[config.mk]
export PLATFORM = sky130hd
export DESIGN_NAME = scit_core
export DESIGN_NICKNAME = d
export VERILOG_FILES = /design/src/hw/scit_sync.v /design/src/hw/scit_core.v
export VERILOG_INCLUDE_DIRS = /design/src /design/src/pkg
export SDC_FILE = /design/constraint.sdc
export NUM_CORES = 1
export LEC_CHECK = 0
export ABC_AREA = 1
export BUFFER_PORTS_ARGS = -buffer_cell sky130_fd_sc_hd__buf_2
export CAP_MARGIN = 25
export CORE_UTILIZATION = 46
export CTS_BUF_LIST = sky130_fd_sc_hd__clkbuf_4
export DETAILED_ROUTE_END_ITERATION = 16
export PLACE_DENSITY = 0.79
export SYNTH_ARGS = -nofsm -noshare
export SYNTH_HDL_FRONTEND = slang
export SYNTH_SLANG_ARGS = --single-unit
[constraint.sdc]
create_clock -name mclk -period 1.25 [get_ports mclk]
set_input_delay 0.0625 -clock mclk [delete_from_list [all_inputs] [get_ports mclk]]
set_output_delay 0.0625 -clock mclk [all_outputs]
set_load 0.01 [all_outputs]
[src/pkg/scit_regs.vh]
// register map, field positions, reset values and counts of the spi crc/irq/tx block
`ifndef SCIT_REGS_VH
`define SCIT_REGS_VH

`define SCIT_ADDR_W 12
`define SCIT_DATA_W 8

`define SCIT_ADDR_CRC_LO 12'h826
`define SCIT_ADDR_CRC_HI 12'h827
`define SCIT_ADDR_STAT_LO 12'h828
`define SCIT_ADDR_STAT_HI 12'h829
`define SCIT_ADDR_CLREN_LO 12'h82A
`define SCIT_ADDR_CLREN_HI 12'h82B
`define SCIT_ADDR_IEN_LO 12'h82C
`define SCIT_ADDR_IEN_HI 12'h82D
`define SCIT_ADDR_REQ_LO 12'h82E
`define SCIT_ADDR_REQ_HI 12'h82F
`define SCIT_ADDR_TXD_LO 12'h830
`define SCIT_ADDR_TXD_HI 12'h831

`define SCIT_BIT_TX_END 3
`define SCIT_BIT_RX_END 2
`define SCIT_BIT_TX_BUF 1
`define SCIT_BIT_RX_BUF 0
`define SCIT_NUM_IRQ 4

`define SCIT_RST_CRC 16'h0000
`define SCIT_RST_TXD 16'h0000
`define SCIT_RST_IRQ 4'h0
`define SCIT_RST_BYTE 8'h00

`define SCIT_FRAME_BITS 16
`define SCIT_SYNC_STAGES 2

`endif

[src/hw/scit_sync.v]
// two-stage synchroniser with edge detection for one asynchronous level
`timescale 1ns/10ps
`default_nettype none

module scit_sync #(
  parameter RESET_LEVEL = 1'b0
) (
  input wire mclk,
  input wire rst_n,
  input wire async_in,
  output wire level,
  output wire rise,
  output wire fall
);

  reg meta_reg;
  reg sync_reg;
  reg last_reg;

  // first stage feeds only the second stage
  always @(posedge mclk) begin
    if (!rst_n) begin
      meta_reg <= RESET_LEVEL;
      sync_reg <= RESET_LEVEL;
      last_reg <= RESET_LEVEL;
    end else begin
      meta_reg <= async_in;
      sync_reg <= meta_reg;
      last_reg <= sync_reg;
    end
  end

  assign level = sync_reg;
  assign rise = sync_reg & ~last_reg;
  assign fall = ~sync_reg & last_reg;

endmodule // scit_sync

`default_nettype wire

[src/hw/scit_core.v]
// register side of the spi controller: crc result, interrupt flags, transmit data
`timescale 1ns/10ps
`default_nettype none

`include "scit_regs.vh"

module scit_core #(
  parameter FRAME_BITS = `SCIT_FRAME_BITS
) (
  input wire mclk,
  input wire rst_n,
  input wire [`SCIT_ADDR_W-1:0] addr,
  input wire [`SCIT_DATA_W-1:0] wdata,
  input wire wr,
  input wire rd,
  output wire [`SCIT_DATA_W-1:0] rdata,
  input wire [15:0] crc_result_bits,
  input wire crc_load,
  input wire receive_end,
  input wire rx_buffer_event,
  input wire link_clk,
  output wire [15:0] transmit_data,
  output wire tx_active,
  output wire tx_start,
  output wire irq
);

  localparam ST_IDLE = 2'b00;
  localparam ST_SHIFT = 2'b01;
  localparam ST_DONE = 2'b10;
  // counter is six bits wide, enough for frames of up to 64 bits
  localparam [5:0] FRAME_LAST = FRAME_BITS - 1;

  reg [15:0] crc_reg;
  reg [15:0] crc_next;
  reg [15:0] txd_reg;
  reg [15:0] txd_next;
  reg [`SCIT_NUM_IRQ-1:0] status_reg;
  reg [`SCIT_NUM_IRQ-1:0] status_next;
  reg [`SCIT_NUM_IRQ-1:0] clren_reg;
  reg [`SCIT_NUM_IRQ-1:0] clren_next;
  reg [`SCIT_NUM_IRQ-1:0] ien_reg;
  reg [`SCIT_NUM_IRQ-1:0] ien_next;
  reg [`SCIT_DATA_W-1:0] rdata_reg;
  reg [`SCIT_DATA_W-1:0] rdata_next;
  reg [1:0] state_reg;
  reg [1:0] state_next;
  reg [5:0] bit_cnt_reg;
  reg [5:0] bit_cnt_next;
  reg pend_reg;
  reg pend_next;
  reg start_reg;
  reg start_next;

  wire link_rise;
  wire [`SCIT_NUM_IRQ-1:0] request;
  wire [`SCIT_NUM_IRQ-1:0] set_evt;
  wire [`SCIT_NUM_IRQ-1:0] clr_req;
  wire wr_txd_hi;
  wire wr_stat;
  wire frame_end;

  // link clock is only sampled; its rising edges pace the transmit bit count
  scit_sync #(
    .RESET_LEVEL(1'b0)
  ) u_link_sync (
    .mclk(mclk),
    .rst_n(rst_n),
    .async_in(link_clk),
    .level(),
    .rise(link_rise),
    .fall()
  );

  // address decodes shared by the clear path and the sequencer
  assign wr_txd_hi = wr && (addr == `SCIT_ADDR_TXD_HI);
  assign wr_stat = wr && (addr == `SCIT_ADDR_STAT_LO);
  assign frame_end = (state_reg == ST_SHIFT) && link_rise && (bit_cnt_reg == FRAME_LAST);

  // hardware events that set the flags
  assign set_evt[`SCIT_BIT_TX_END] = frame_end;
  assign set_evt[`SCIT_BIT_RX_END] = receive_end;
  assign set_evt[`SCIT_BIT_TX_BUF] = start_reg;
  assign set_evt[`SCIT_BIT_RX_BUF] = rx_buffer_event;

  // clear needs the written one and the enable bit
  assign clr_req = wr_stat ?
    (wdata[`SCIT_NUM_IRQ-1:0] & clren_reg) : `SCIT_RST_IRQ;

  assign request = status_reg & ien_reg;

  // a set in the same cycle as its clear wins, so no event is lost
  always @* begin
    status_next = (status_reg & ~clr_req) | set_evt;
  end

  // register writes and crc result load
  always @* begin
    crc_next = crc_reg;
    txd_next = txd_reg;
    clren_next = clren_reg;
    ien_next = ien_reg;
    if (crc_load) begin
      crc_next = crc_result_bits;
    end
    if (wr) begin
      case (addr)
        `SCIT_ADDR_CLREN_LO: begin
          clren_next = wdata[`SCIT_NUM_IRQ-1:0];
        end
        `SCIT_ADDR_IEN_LO: begin
          ien_next = wdata[`SCIT_NUM_IRQ-1:0];
        end
        `SCIT_ADDR_TXD_LO: begin
          txd_next[7:0] = wdata;
        end
        `SCIT_ADDR_TXD_HI: begin
          txd_next[15:8] = wdata;
        end
        default: begin
          txd_next = txd_reg;
        end
      endcase
    end
  end

  // read mux; data stand only in the cycle after the strobe
  always @* begin
    rdata_next = `SCIT_RST_BYTE;
    if (rd) begin
      case (addr)
        `SCIT_ADDR_CRC_LO: begin
          rdata_next = crc_reg[7:0];
        end
        `SCIT_ADDR_CRC_HI: begin
          rdata_next = crc_reg[15:8];
        end
        `SCIT_ADDR_STAT_LO: begin
          // four flags in the low nibble
          rdata_next = {4'h0, status_reg};
        end
        `SCIT_ADDR_CLREN_LO: begin
          rdata_next = {4'h0, clren_reg};
        end
        `SCIT_ADDR_IEN_LO: begin
          rdata_next = {4'h0, ien_reg};
        end
        `SCIT_ADDR_REQ_LO: begin
          rdata_next = {4'h0, request};
        end
        default: begin
          // transmit data is write-only, unmapped and upper bytes other than the crc high byte read zero
          rdata_next = `SCIT_RST_BYTE;
        end
      endcase
    end
  end

  // transmit sequencer: high byte write completes the word and queues a frame
  always @* begin
    state_next = state_reg;
    bit_cnt_next = bit_cnt_reg;
    pend_next = pend_reg | wr_txd_hi;
    start_next = 1'b0;
    case (state_reg)
      ST_IDLE: begin
        if (pend_reg) begin
          pend_next = wr_txd_hi;
          start_next = 1'b1;
          bit_cnt_next = 6'h00;
          state_next = ST_SHIFT;
        end
      end
      ST_SHIFT: begin
        // counts synchronised rising edges only
        if (link_rise) begin
          bit_cnt_next = bit_cnt_reg + 6'h01;
          if (bit_cnt_reg == FRAME_LAST) begin
            state_next = ST_DONE;
          end
        end
      end
      ST_DONE: begin
        // one idle cycle so the next word never overlaps the end flag
        state_next = ST_IDLE;
      end
      default: begin
        state_next = ST_IDLE;
      end
    endcase
  end

  // crc value held until the engine loads a new one
  always @(posedge mclk) begin
    if (!rst_n) begin
      crc_reg <= `SCIT_RST_CRC;
    end else begin
      crc_reg <= crc_next;
    end
  end

  // transmit word; bytes land independently
  always @(posedge mclk) begin
    if (!rst_n) begin
      txd_reg <= `SCIT_RST_TXD;
    end else begin
      txd_reg <= txd_next;
    end
  end

  // sticky flags
  always @(posedge mclk) begin
    if (!rst_n) begin
      status_reg <= `SCIT_RST_IRQ;
    end else begin
      status_reg <= status_next;
    end
  end

  // clear enables; zero after reset so stray writes cannot clear
  always @(posedge mclk) begin
    if (!rst_n) begin
      clren_reg <= `SCIT_RST_IRQ;
    end else begin
      clren_reg <= clren_next;
    end
  end

  // interrupt enables
  always @(posedge mclk) begin
    if (!rst_n) begin
      ien_reg <= `SCIT_RST_IRQ;
    end else begin
      ien_reg <= ien_next;
    end
  end

  // read data register, zero outside the answer cycle
  always @(posedge mclk) begin
    if (!rst_n) begin
      rdata_reg <= `SCIT_RST_BYTE;
    end else begin
      rdata_reg <= rdata_next;
    end
  end

  // sequencer state
  always @(posedge mclk) begin
    if (!rst_n) begin
      state_reg <= ST_IDLE;
    end else begin
      state_reg <= state_next;
    end
  end

  // bit counter of the running frame
  always @(posedge mclk) begin
    if (!rst_n) begin
      bit_cnt_reg <= 6'h00;
    end else begin
      bit_cnt_reg <= bit_cnt_next;
    end
  end

  // one pending word only; a second write overwrites the queued word
  always @(posedge mclk) begin
    if (!rst_n) begin
      pend_reg <= 1'b0;
    end else begin
      pend_reg <= pend_next;
    end
  end

  // registered start pulse keeps the output glitch free
  always @(posedge mclk) begin
    if (!rst_n) begin
      start_reg <= 1'b0;
    end else begin
      start_reg <= start_next;
    end
  end

  assign rdata = rdata_reg;
  // word is not frozen during a frame; software waits for tx end
  assign transmit_data = txd_reg;
  assign tx_active = (state_reg == ST_SHIFT);
  assign tx_start = start_reg;
  // level output with no stretching
  assign irq = |request;

endmodule // scit_core

`default_nettype wire

==> results of run 1 <==
-- Yosys cell counts --
cell | count | area (um2)
o21ai_1 | 3 | 15.01
nor3_1 | 1 | 5.000
clkinv_1 | 2 | 7.510
nor2_1 | 36 | 135.1
inv_2 | 3 | 11.26
nand2_4 | 2 | 22.52
nand4_1 | 7 | 43.79
ha_1 | 1 | 12.51
a21oi_1 | 42 | 210.2
nor4_1 | 1 | 6.260
nand2_1 | 49 | 183.9
inv_1 | 77 | 289.0
buf_4 | 1 | 7.510
a31o_2 | 1 | 8.760
nor3_2 | 1 | 10.01
nand3_1 | 16 | 80.08
nor2_2 | 12 | 75.07
o21ai_0 | 45 | 225.2
clkbuf_1 | 7 | 26.28
o22ai_1 | 9 | 56.30
dfxtp_1 | 65 | 1301
nor2_4 | 6 | 67.56
nand2_2 | 6 | 37.54
buf_2 | 3 | 15.01
nor2_8 | 1 | 20.02
nand3_2 | 5 | 50.05
-- per-layer routing --
metal,part of all wire,track usage,vias up
li1,-,-,1499
met1,0.42,0.2582,1306
met2,0.50,0.4125,101
met3,0.063,0.05444,14
met4,0.018,0.1105,0
met5,0,0,-
-- worst max-delay path, delay by kind of cell (launching register included) --
kind | cells | cell delay, ps
AO/OA/AOI/OAI | 1 | 130
buffers and inverters | 2 | 150
flip-flops | 1 | 330
AND/OR/NAND/NOR | 6 | 540
-- per-stage QoR --
step,util,setup TNS [ps],total power (uW)
after global placement,0.5660,0,2462
final,0.6460,0,4031
after detailed placement,0.5660,-103.7,2471
after global routing,0.6460,-154.2,4189
after floorplan,-,0,2329
after CTS,0.6389,0,4031
-- area by class of cell --
class | instances | area, um2 | area share
clock buffer | 10 | 75.07 | 0.01929
inverter | 82 | 307.8 | 0.07907
timing repair buffer | 110 | 748.2 | 0.1922
sequential | 65 | 1305 | 0.3353
multi-input combinational | 244 | 1291 | 0.3317
tap | 75 | 93.84 | 0.02411
clock inverter | 5 | 71.32 | 0.01832
-- worst paths after layout --
path	start	endpoint	slack, ps	cells past startpoint
max	u_link_sync.last_reg	bit_cnt_reg[5]	40	9
min	wdata[1]	clren_reg[1]	9	3
max reg2reg	u_link_sync.last_reg	bit_cnt_reg[5]	40	9
min reg2reg	u_link_sync.level	u_link_sync.last_reg	440	2
-- cells by family after synthesis --
group,synth area share
compound gates,0.1764
simple gates,0.2521
buf+inv,0.1220
flops,0.4452
fa+ha+maj,0.004280
-- power by group through the flow --
stage | combinational [uW] | sequential, uW | clock [uW]
global placement | 285 | 2180 | 0
detailed placement | 292 | 2180 | 0
floorplan | 157 | 2170 | 0
global route | 420 | 2140 | 1630
finish | 378 | 2130 | 1520
CTS | 366 | 2130 | 1530
-- timing repair --
item                       4_1_cts  5_1_grt
setup buffers                    0        2
resized for setup                1       15
hold buffers                    29        0
pin swaps                        0        6
hold endpoints to repair        29        0
setup endpoints to repair        1        8
==> out/qor.yml, run 1 <==
post-route-cell-area_mm2: 0.003892
critPathMaxStageDelay_ps: 330
fin_crit_sh: 0.9714
cts_sinks: 65
dpl.cell_count: 545
layout_commonest_cell: "inv_1"
synthCells: 402
switching_share: 0.2313
finalHoldViolations: 0
grt_pass1_wl_um: 11570
synth_nets: 447
cts_tree: "built"
dieWidth_um: 81.71
die-area_mm2: 0.006677
ys_ff_latch: 65
power_frac_clock: 0.377
hpwl_um: 4930
dr_total_vias: 2920
clock_skew_ps: 7.522
drtIter0Drc: 215
setup_violations: 0
ir_worst_vdd_v: 0.0007255
synth.avg_cell_area_um2: 7.271
start_util: 0.4850
cp.arrival_ps: 1570
holdCritPathClass: "in -> reg"
layout_min_cycle_time_ps: 1214
crit_fanout: 4
drive_above_1_share: 0.2752
max_freq_mhz: 823.6
gr-total-overflow: 0
fin_cells: 591
dr.pass1.iters: 5
antenna_found_initial: 0
tightest_slew_ps: 302.1
leakage_uw: 0.001773
placementRows: 28
grtUsageTotal: 0.2315
first_global_vias: 2693
fin_ws_ps: 35.79
fill_cells: 523
post_dp_cell_area_mm2: 0.003411
netlist_area_mm2: 0.002923
holdWs_ps: 9.094
powerDensity_mw_per_mm2: 1035
cp_data_required_time_ps: 1600
final_cell_mix: "inv_1 (75), buf_2 (70), dfxtp_1 (62), nand2_1 (47), a21oi_1 (42)"
drv_slew: 0
crit_path_end_kind: "flip-flop"
cts_buffers: 9
grt_max_degree: 29
status: "finished clean"
crit_path_top_delay_cell: "dfxtp_2"
cap_violations: 0
path_cells: "inv_1, nand2_2, nor2_1, inv_1, nand2_2, nand3_2, o21ai_2, nand2_1, nor2_1"
vias_per_cell: 4.941
area_delta_synth_final_pct: 33.18
place_ws_ps: -30.86
ys_types: 26
drc: 0
rsz0062_at_grt: "true"
wl_um: 7277
ios: 71
nNetsFinal: 557
p_sw_uw: 932.4
cts_root_buffer: "clkbuf_4"
slew_headroom: 0.7984
ys_seq_area_frac: 0.4452
startpoint_type: "flip-flop"
yosys_warnings: 0
dieHeight_um: 81.71
internal-power_uw: 3098
gp_congestion: 0.8867
htree_levels: 3
p_comb_frac: 0.094
antenna_cells: 0
seqPwrFrac: 0.529
worstSkewPairLatency_ps: 410
portBuffers: 70
clk_pin_slew_worst_paths_ps: 100
clk_path_buf_depth: 2
core_area_mm2: 0.006026
avgRoutedWirePerCell_um: 12.31
ant_nets: 0
worst-setup-path-type: "reg -> reg"
Power figures use the tool's default switching activity.
==> run 2: changes to the inputs <==
CORE_MARGIN = 2   (was default)
SYNTH_HIERARCHICAL = 1   (was default)
==> out/qor.yml, run 2 <==
status: "finished clean"  # unchanged
crit_fanout: 2  # was 4
antenna_found_initial: 0  # unchanged
dr.pass1.iters: 4  # was 5
cts_buffers: 9  # unchanged
tightest_slew_ps: 407.3  # was 302.1 ps
clk_path_buf_depth: 2  # unchanged
avgRoutedWirePerCell_um: 12.16  # was 12.31 um
layout_commonest_cell: "buf_2"  # was inv_1
first_global_vias: 2629  # was 2693
dr_total_vias: 2892  # was 2920
worstSkewPairLatency_ps: 410  # about the same
dieWidth_um: 83.46  # was 81.71 um
rr_startpoint: "crc_reg[8]"  # was u_link_sync.last_reg
final_cell_mix: "buf_2 (70), inv_1 (67), dfxtp_1 (58), nand2_1 (48), o21ai_0 (45)"  # was inv_1 (75), buf_2 (70), dfxtp_1 (62), nand2_1 (47), a21oi_1 (42)
ant_nets: 0  # unchanged
cts_tree: "built"  # unchanged
drive_above_1_share: 0.2650  # was 0.2752
holdCritPathClass: "in -> reg"  # unchanged
clock_skew_ps: 17.47  # was 7.522 ps
hpwl_um: 4866  # was 4930 um
hold_start: "wr"  # was wdata[1]
netlist_area_mm2: 0.002904  # was 0.002923 mm2
cts_sinks: 65  # unchanged
rsz0062_at_grt: "true"  # unchanged
area_delta_synth_final_pct: 33.35  # was 33.18%
grt_pass1_wl_um: 11800  # was 11570 um
total_power_uw: 3886  # was 4031 uW
wl_um: 7212  # was 7277 um
clk_pin_slew_worst_paths_ps: 100  # about the same
r2r_setup_slack_ps: 10  # was 40 ps
slew_headroom: 0.7285  # was 0.7984
drtIter0Drc: 285  # was 215
gp_congestion: 0.8150  # was 0.8867
crit_path_end_kind: "flip-flop"  # unchanged
cap_violations: 0  # unchanged
place_ws_ps: -93.24  # was -30.86 ps
nNetsFinal: 557  # unchanged
layout_min_cycle_time_ps: 1240  # was 1214 ps
drc: 0  # unchanged
yosys_warnings: 6  # was 0
fin_crit_sh: 0.9923  # was 0.9714
critPathLaunch: "crc_reg[8]"  # was u_link_sync.last_reg
holdWs_ps: 17.21  # was 9.094 ps
htree_levels: 3  # unchanged
synth_nets: 444  # was 447
vias_per_cell: 4.877  # was 4.941
drv_slew: 0  # unchanged
fin_ws_ps: 9.594  # was 35.79 ps
cp_data_required_time_ps: 1540  # was 1600 ps
dieHeight_um: 83.46  # was 81.71 um
gr-total-overflow: 0  # unchanged
start_util: 0.4819  # was 0.4850
die-area_mm2: 0.006965  # was 0.006677 mm2
powerDensity_mw_per_mm2: 1003  # was 1035 mW/mm2
finalHoldViolations: 0  # unchanged
ir_worst_vdd_v: 0.0006549  # was 0.0007255 V
portBuffers: 70  # unchanged
synth.avg_cell_area_um2: 7.278  # was 7.271 um2
grt_max_degree: 28  # was 29
cp.arrival_ps: 1530  # was 1570 ps
setup_violations: 0  # unchanged
core_area_mm2: 0.006026  # unchanged
placementRows: 28  # unchanged
startpoint_type: "flip-flop"  # unchanged
max_freq_mhz: 806.2  # was 823.6 MHz
worst-setup-path-type: "reg -> reg"  # unchanged
synthCells: 399  # was 402
leakage_uw: 0.001756  # was 0.001773 uW
grtUsageTotal: 0.2087  # was 0.2315
cts_root_buffer: "clkbuf_4"  # unchanged
ios: 71  # unchanged
run 2: what timing repair did:
action	4_1_cts	5_1_grt
pin swaps	0	2
setup buffers	0	3
hold endpoints to repair	40	0
gates resized for setup	1	12
endpoints found under the setup margin	1	7
hold buffers	33	0
run 2: power breakdown:
group | switching [uW] | total, uW | internal (uW)
clock network | 719 | 1390 | 666
logic | 192 | 368 | 176
registers | 18.2 | 2130 | 2110
run 2: worst paths after layout:
kind	depth (start not counted)	endpoint
setup / recovery	3	crc_reg[8]
hold / removal	3	ien_reg[1]
setup reg to reg	3	crc_reg[8]
hold reg to reg	2	u_link_sync/level
run 2: cell type report:
cell class / count / area, um2
repair buffers: 114 / 792.0
clock buffers: 12 / 90.09
multi-input cells: 250 / 1270
fillers: 500 / 2153
diodes: 1 / 2.502
well taps: 75 / 93.84
clock inverters: 4 / 43.79
flip-flops and latches: 65 / 1310
inverters: 72 / 270.3
run 2: per-layer routing:
layer / global-route usage / vias up / share of wire
met5: 0 / - / 0
met4: 0.08211 / 0 / 0.017
met3: 0.06726 / 12 / 0.066
met2: 0.3343 / 93 / 0.47
met1: 0.2618 / 1281 / 0.44
li1: - / 1506 / -
run 2: worst max-delay path, cell delays in order (launching register included):
cell,delay [ps]
dfxtp_1,330
o21ai_0,190
nor2_1,60
dlygate4sd3_1,550
run 2: stage by stage:
stage | utilization | instance area (um2) | cells | TNS [ps]
2_1_floorplan | - | 2904 | 399 | 0
3_3_place_gp | 0.5569 | 3356 | 540 | 0
3_5_place_dp | 0.5569 | 3356 | 540 | -127.0
4_1_cts | 0.6343 | 3822 | 589 | 0
5_1_grt | 0.6422 | 3870 | 592 | -85.77
6_report | 0.6427 | 3872 | 593 | 0
==> run 3: changes to the inputs <==
ABC_AREA = default   (was 1)
PLACE_DENSITY = 0.8   (was 0.79)
SYNTH_HIERARCHICAL = default   (was 1)
==> out/qor.yml, run 3 <==
status: "finished, violations left"  # was finished clean
violations: "setup timing"
final_cell_mix: "buf_2 (70), dfxtp_1 (57), mux2i_1 (45), nand2_1 (42), dlygate4sd3_1 (27)"  # was buf_2 (70), inv_1 (67), dfxtp_1 (58), nand2_1 (48), o21ai_0 (45)
ios: 71  # unchanged
yosys.area_share.simple: 0.2277
gp_congestion: 0.7542  # was 0.8150
ir_worst_vdd_v: 0.0006512  # was 0.0006549 V
cp_data_required_time_ps: 1540  # about the same
antenna_found_initial: 0  # unchanged
yosys.cell_count.top_type: "dfxtp_1"
tightest_slew_ps: 455.6  # was 407.3 ps
worstSkewPairLatency_ps: 400  # was 410 ps
fin_ws_ps: -83.75  # was 9.594 ps
finalHoldViolations: 0  # unchanged
drc: 0  # unchanged
ant_nets: 0  # unchanged
synth_xor_area_frac: 0.01569
fin_crit_sh: 1.067  # was 0.9923
synth_top_family_by_area: "simple AND/OR/NAND/NOR gates"
placementRows: 28  # unchanged
setup_violations: 3  # was 0
synth_commonest_cells: "dfxtp_1 (65), mux2i_1 (45), nand2_1 (42)"
place_ws_ps: -231.8  # was -93.24 ps
yosys-top-cells-area: "dfxtp_1 (47%), mux2i_1 (16%), nand2_1 (5.6%), nor2b_1 (4.9%), a22oi_1 (2.7%)"
dr_total_vias: 2474  # was 2892
area_delta_synth_final_pct: 35.54  # was 33.35%
gr-total-overflow: 0  # unchanged
synth_nets: 332  # was 444
cts_sinks: 65  # unchanged
synthMuxAreaShare: 0.1614
slew_headroom: 0.6963  # was 0.7285
clk_pin_slew_worst_paths_ps: 110  # was 100 ps
wl_um: 6661  # was 7212 um
layout_min_cycle_time_ps: 1334  # was 1240 ps
internal-power_uw: 2701  # was 2956 uW
startpoint_type: "flip-flop"  # unchanged
max_freq_mhz: 749.8  # was 806.2 MHz
powerDensity_mw_per_mm2: 948.3  # was 1003 mW/mm2
switching_share: 0.2473  # was 0.2391
portBuffers: 70  # unchanged
power_frac_clock: 0.307  # was 0.357
dieWidth_um: 81.90  # was 83.46 um
synth_compound_area_frac: 0.09413
synthFlopType: "dfxtp_1"
clock_skew_ps: 9.758  # was 17.47 ps
ys_ff_latch: 65
cts_tree: "built"  # unchanged
fin_tns_setup_ps: -218.4  # was 0 ps
grtUsageTotal: 0.2110  # was 0.2087
crit_path_end_kind: "flip-flop"  # unchanged
dr.pass1.iters: 4  # unchanged
layout_commonest_cell: "buf_2"  # unchanged
grt_pass1_wl_um: 10740  # was 11800 um
synthAdderAreaFrac: 0.004482
grt_max_degree: 61  # was 28
nNetsFinal: 444  # was 557
p_sw_uw: 887.3  # was 929.2 uW
worst-setup-path-type: "reg -> reg"  # unchanged
core_area_mm2: 0.005886  # was 0.006026 mm2
antenna_cells: 0  # was 1
clk_path_buf_depth: 2  # unchanged
seqPwrFrac: 0.594  # was 0.549
yosys.area.top_type: "dfxtp_1"
holdCritPathClass: "in -> reg"  # unchanged
total_power_uw: 3588  # was 3886 uW
leakage_uw: 0.001695  # was 0.001756 uW
die-area_mm2: 0.006708  # was 0.006965 mm2
vias_per_cell: 5.165  # was 4.877
drtIter0Drc: 69  # was 285
netlist_area_mm2: 0.002791  # was 0.002904 mm2
cp.arrival_ps: 1620  # was 1530 ps
synthArstFlopShare: 0
yosys_warnings: 0  # was 6
synth-edff-count: 0
regArea_mm2: 0.001316  # was 0.001310 mm2
htree_levels: 3  # unchanged
drv_slew: 0  # unchanged
crit_fanout: 5  # was 2
cts_root_buffer: "clkbuf_4"  # unchanged
drive_above_1_share: 0.3094  # was 0.2650
hpwl_um: 4682  # was 4866 um
fill_cells: 473  # was 500
synth.avg_cell_area_um2: 9.726  # was 7.278 um2
rsz0062_at_grt: "true"  # unchanged
first_global_vias: 2456  # was 2629
synthCells: 287  # was 399
synth_top_cell_area_share: 0.4662
p_comb_frac: 0.099  # was 0.095
dieHeight_um: 81.90  # was 83.46 um
multi_input_area_mm2: 0.001478  # was 0.001270 mm2
ys_types: 41
cts_buffers: 9  # unchanged
cap_violations: 0  # unchanged
holdWs_ps: 111.1  # was 17.21 ps
start_util: 0.4743  # was 0.4819
avgRoutedWirePerCell_um: 13.91  # was 12.16 um
ys_seq_area_frac: 0.4662
run 3: layout make-up:
type | count | area share
Sequential cell | 65 | 0.3479
Timing Repair Buffer | 116 | 0.2083
Clock inverter | 6 | 0.006614
Tap cell | 75 | 0.02480
Clock buffer | 10 | 0.01984
Multi-Input combinational cell | 205 | 0.3905
Inverter | 2 | 0.001984
run 3: per-layer routing:
metal | up-vias | global-route usage | wire, um
met5 | - | 0 | 0
met3 | 14 | 0.05714 | 370
met2 | 74 | 0.3650 | 3381
met1 | 1154 | 0.2365 | 2778
met4 | 0 | 0.1083 | 130
li1 | 1232 | - | -
run 3: final timing paths:
check                                          start                 to  slack, ps  cells after the start
worst max-delay path            u_link_sync.last_reg     bit_cnt_reg[5]        -80                      4
worst min register to register  u_link_sync.meta_reg  u_link_sync.level        450                      1
worst max register to register  u_link_sync.last_reg     bit_cnt_reg[5]        -80                      4
worst min-delay path                         addr[2]           rdata[5]        110                      3
run 3: timing repair:
action	4_1_cts	5_1_grt
hold buffers	27	0
hold endpoints to repair	29	0
buffers inserted	0	1
resized for setup	5	18
pin swaps	0	2
endpoints found under the setup margin	7	10
run 3: power groups by stage:
stage | sequential, uW | clock (uW) | combinational, uW
3_5_place_dp | 2180 | 0 | 289
3_3_place_gp | 2180 | 0 | 278
2_1_floorplan | 2170 | 0 | 161
6_report | 2130 | 1100 | 355
5_1_grt | 2130 | 1210 | 392
4_1_cts | 2130 | 1120 | 354
run 3: cells by family after synthesis:
kind of cell	count (synthesis)
simple gates	116
flops	65
mux	45
compound gates	38
buf+inv	17
xor+xnor	5
fa+ha+maj	1
run 3: critical path, cell delays in order, from the launching register on:
cell       delay, ps
dfxtp_1          320
nand3b_1         300
a2111oi_4        400
xnor2_1          160
nor2_1            50
run 3: metrics by stage:
step,utilization,cells,instance area (um2)
final,0.6429,479,3784
after global routing,0.6429,479,3784
after CTS,0.6295,478,3705
after detailed placement,0.5638,435,3318
after global placement,0.5638,435,3318
after floorplan,-,287,2791
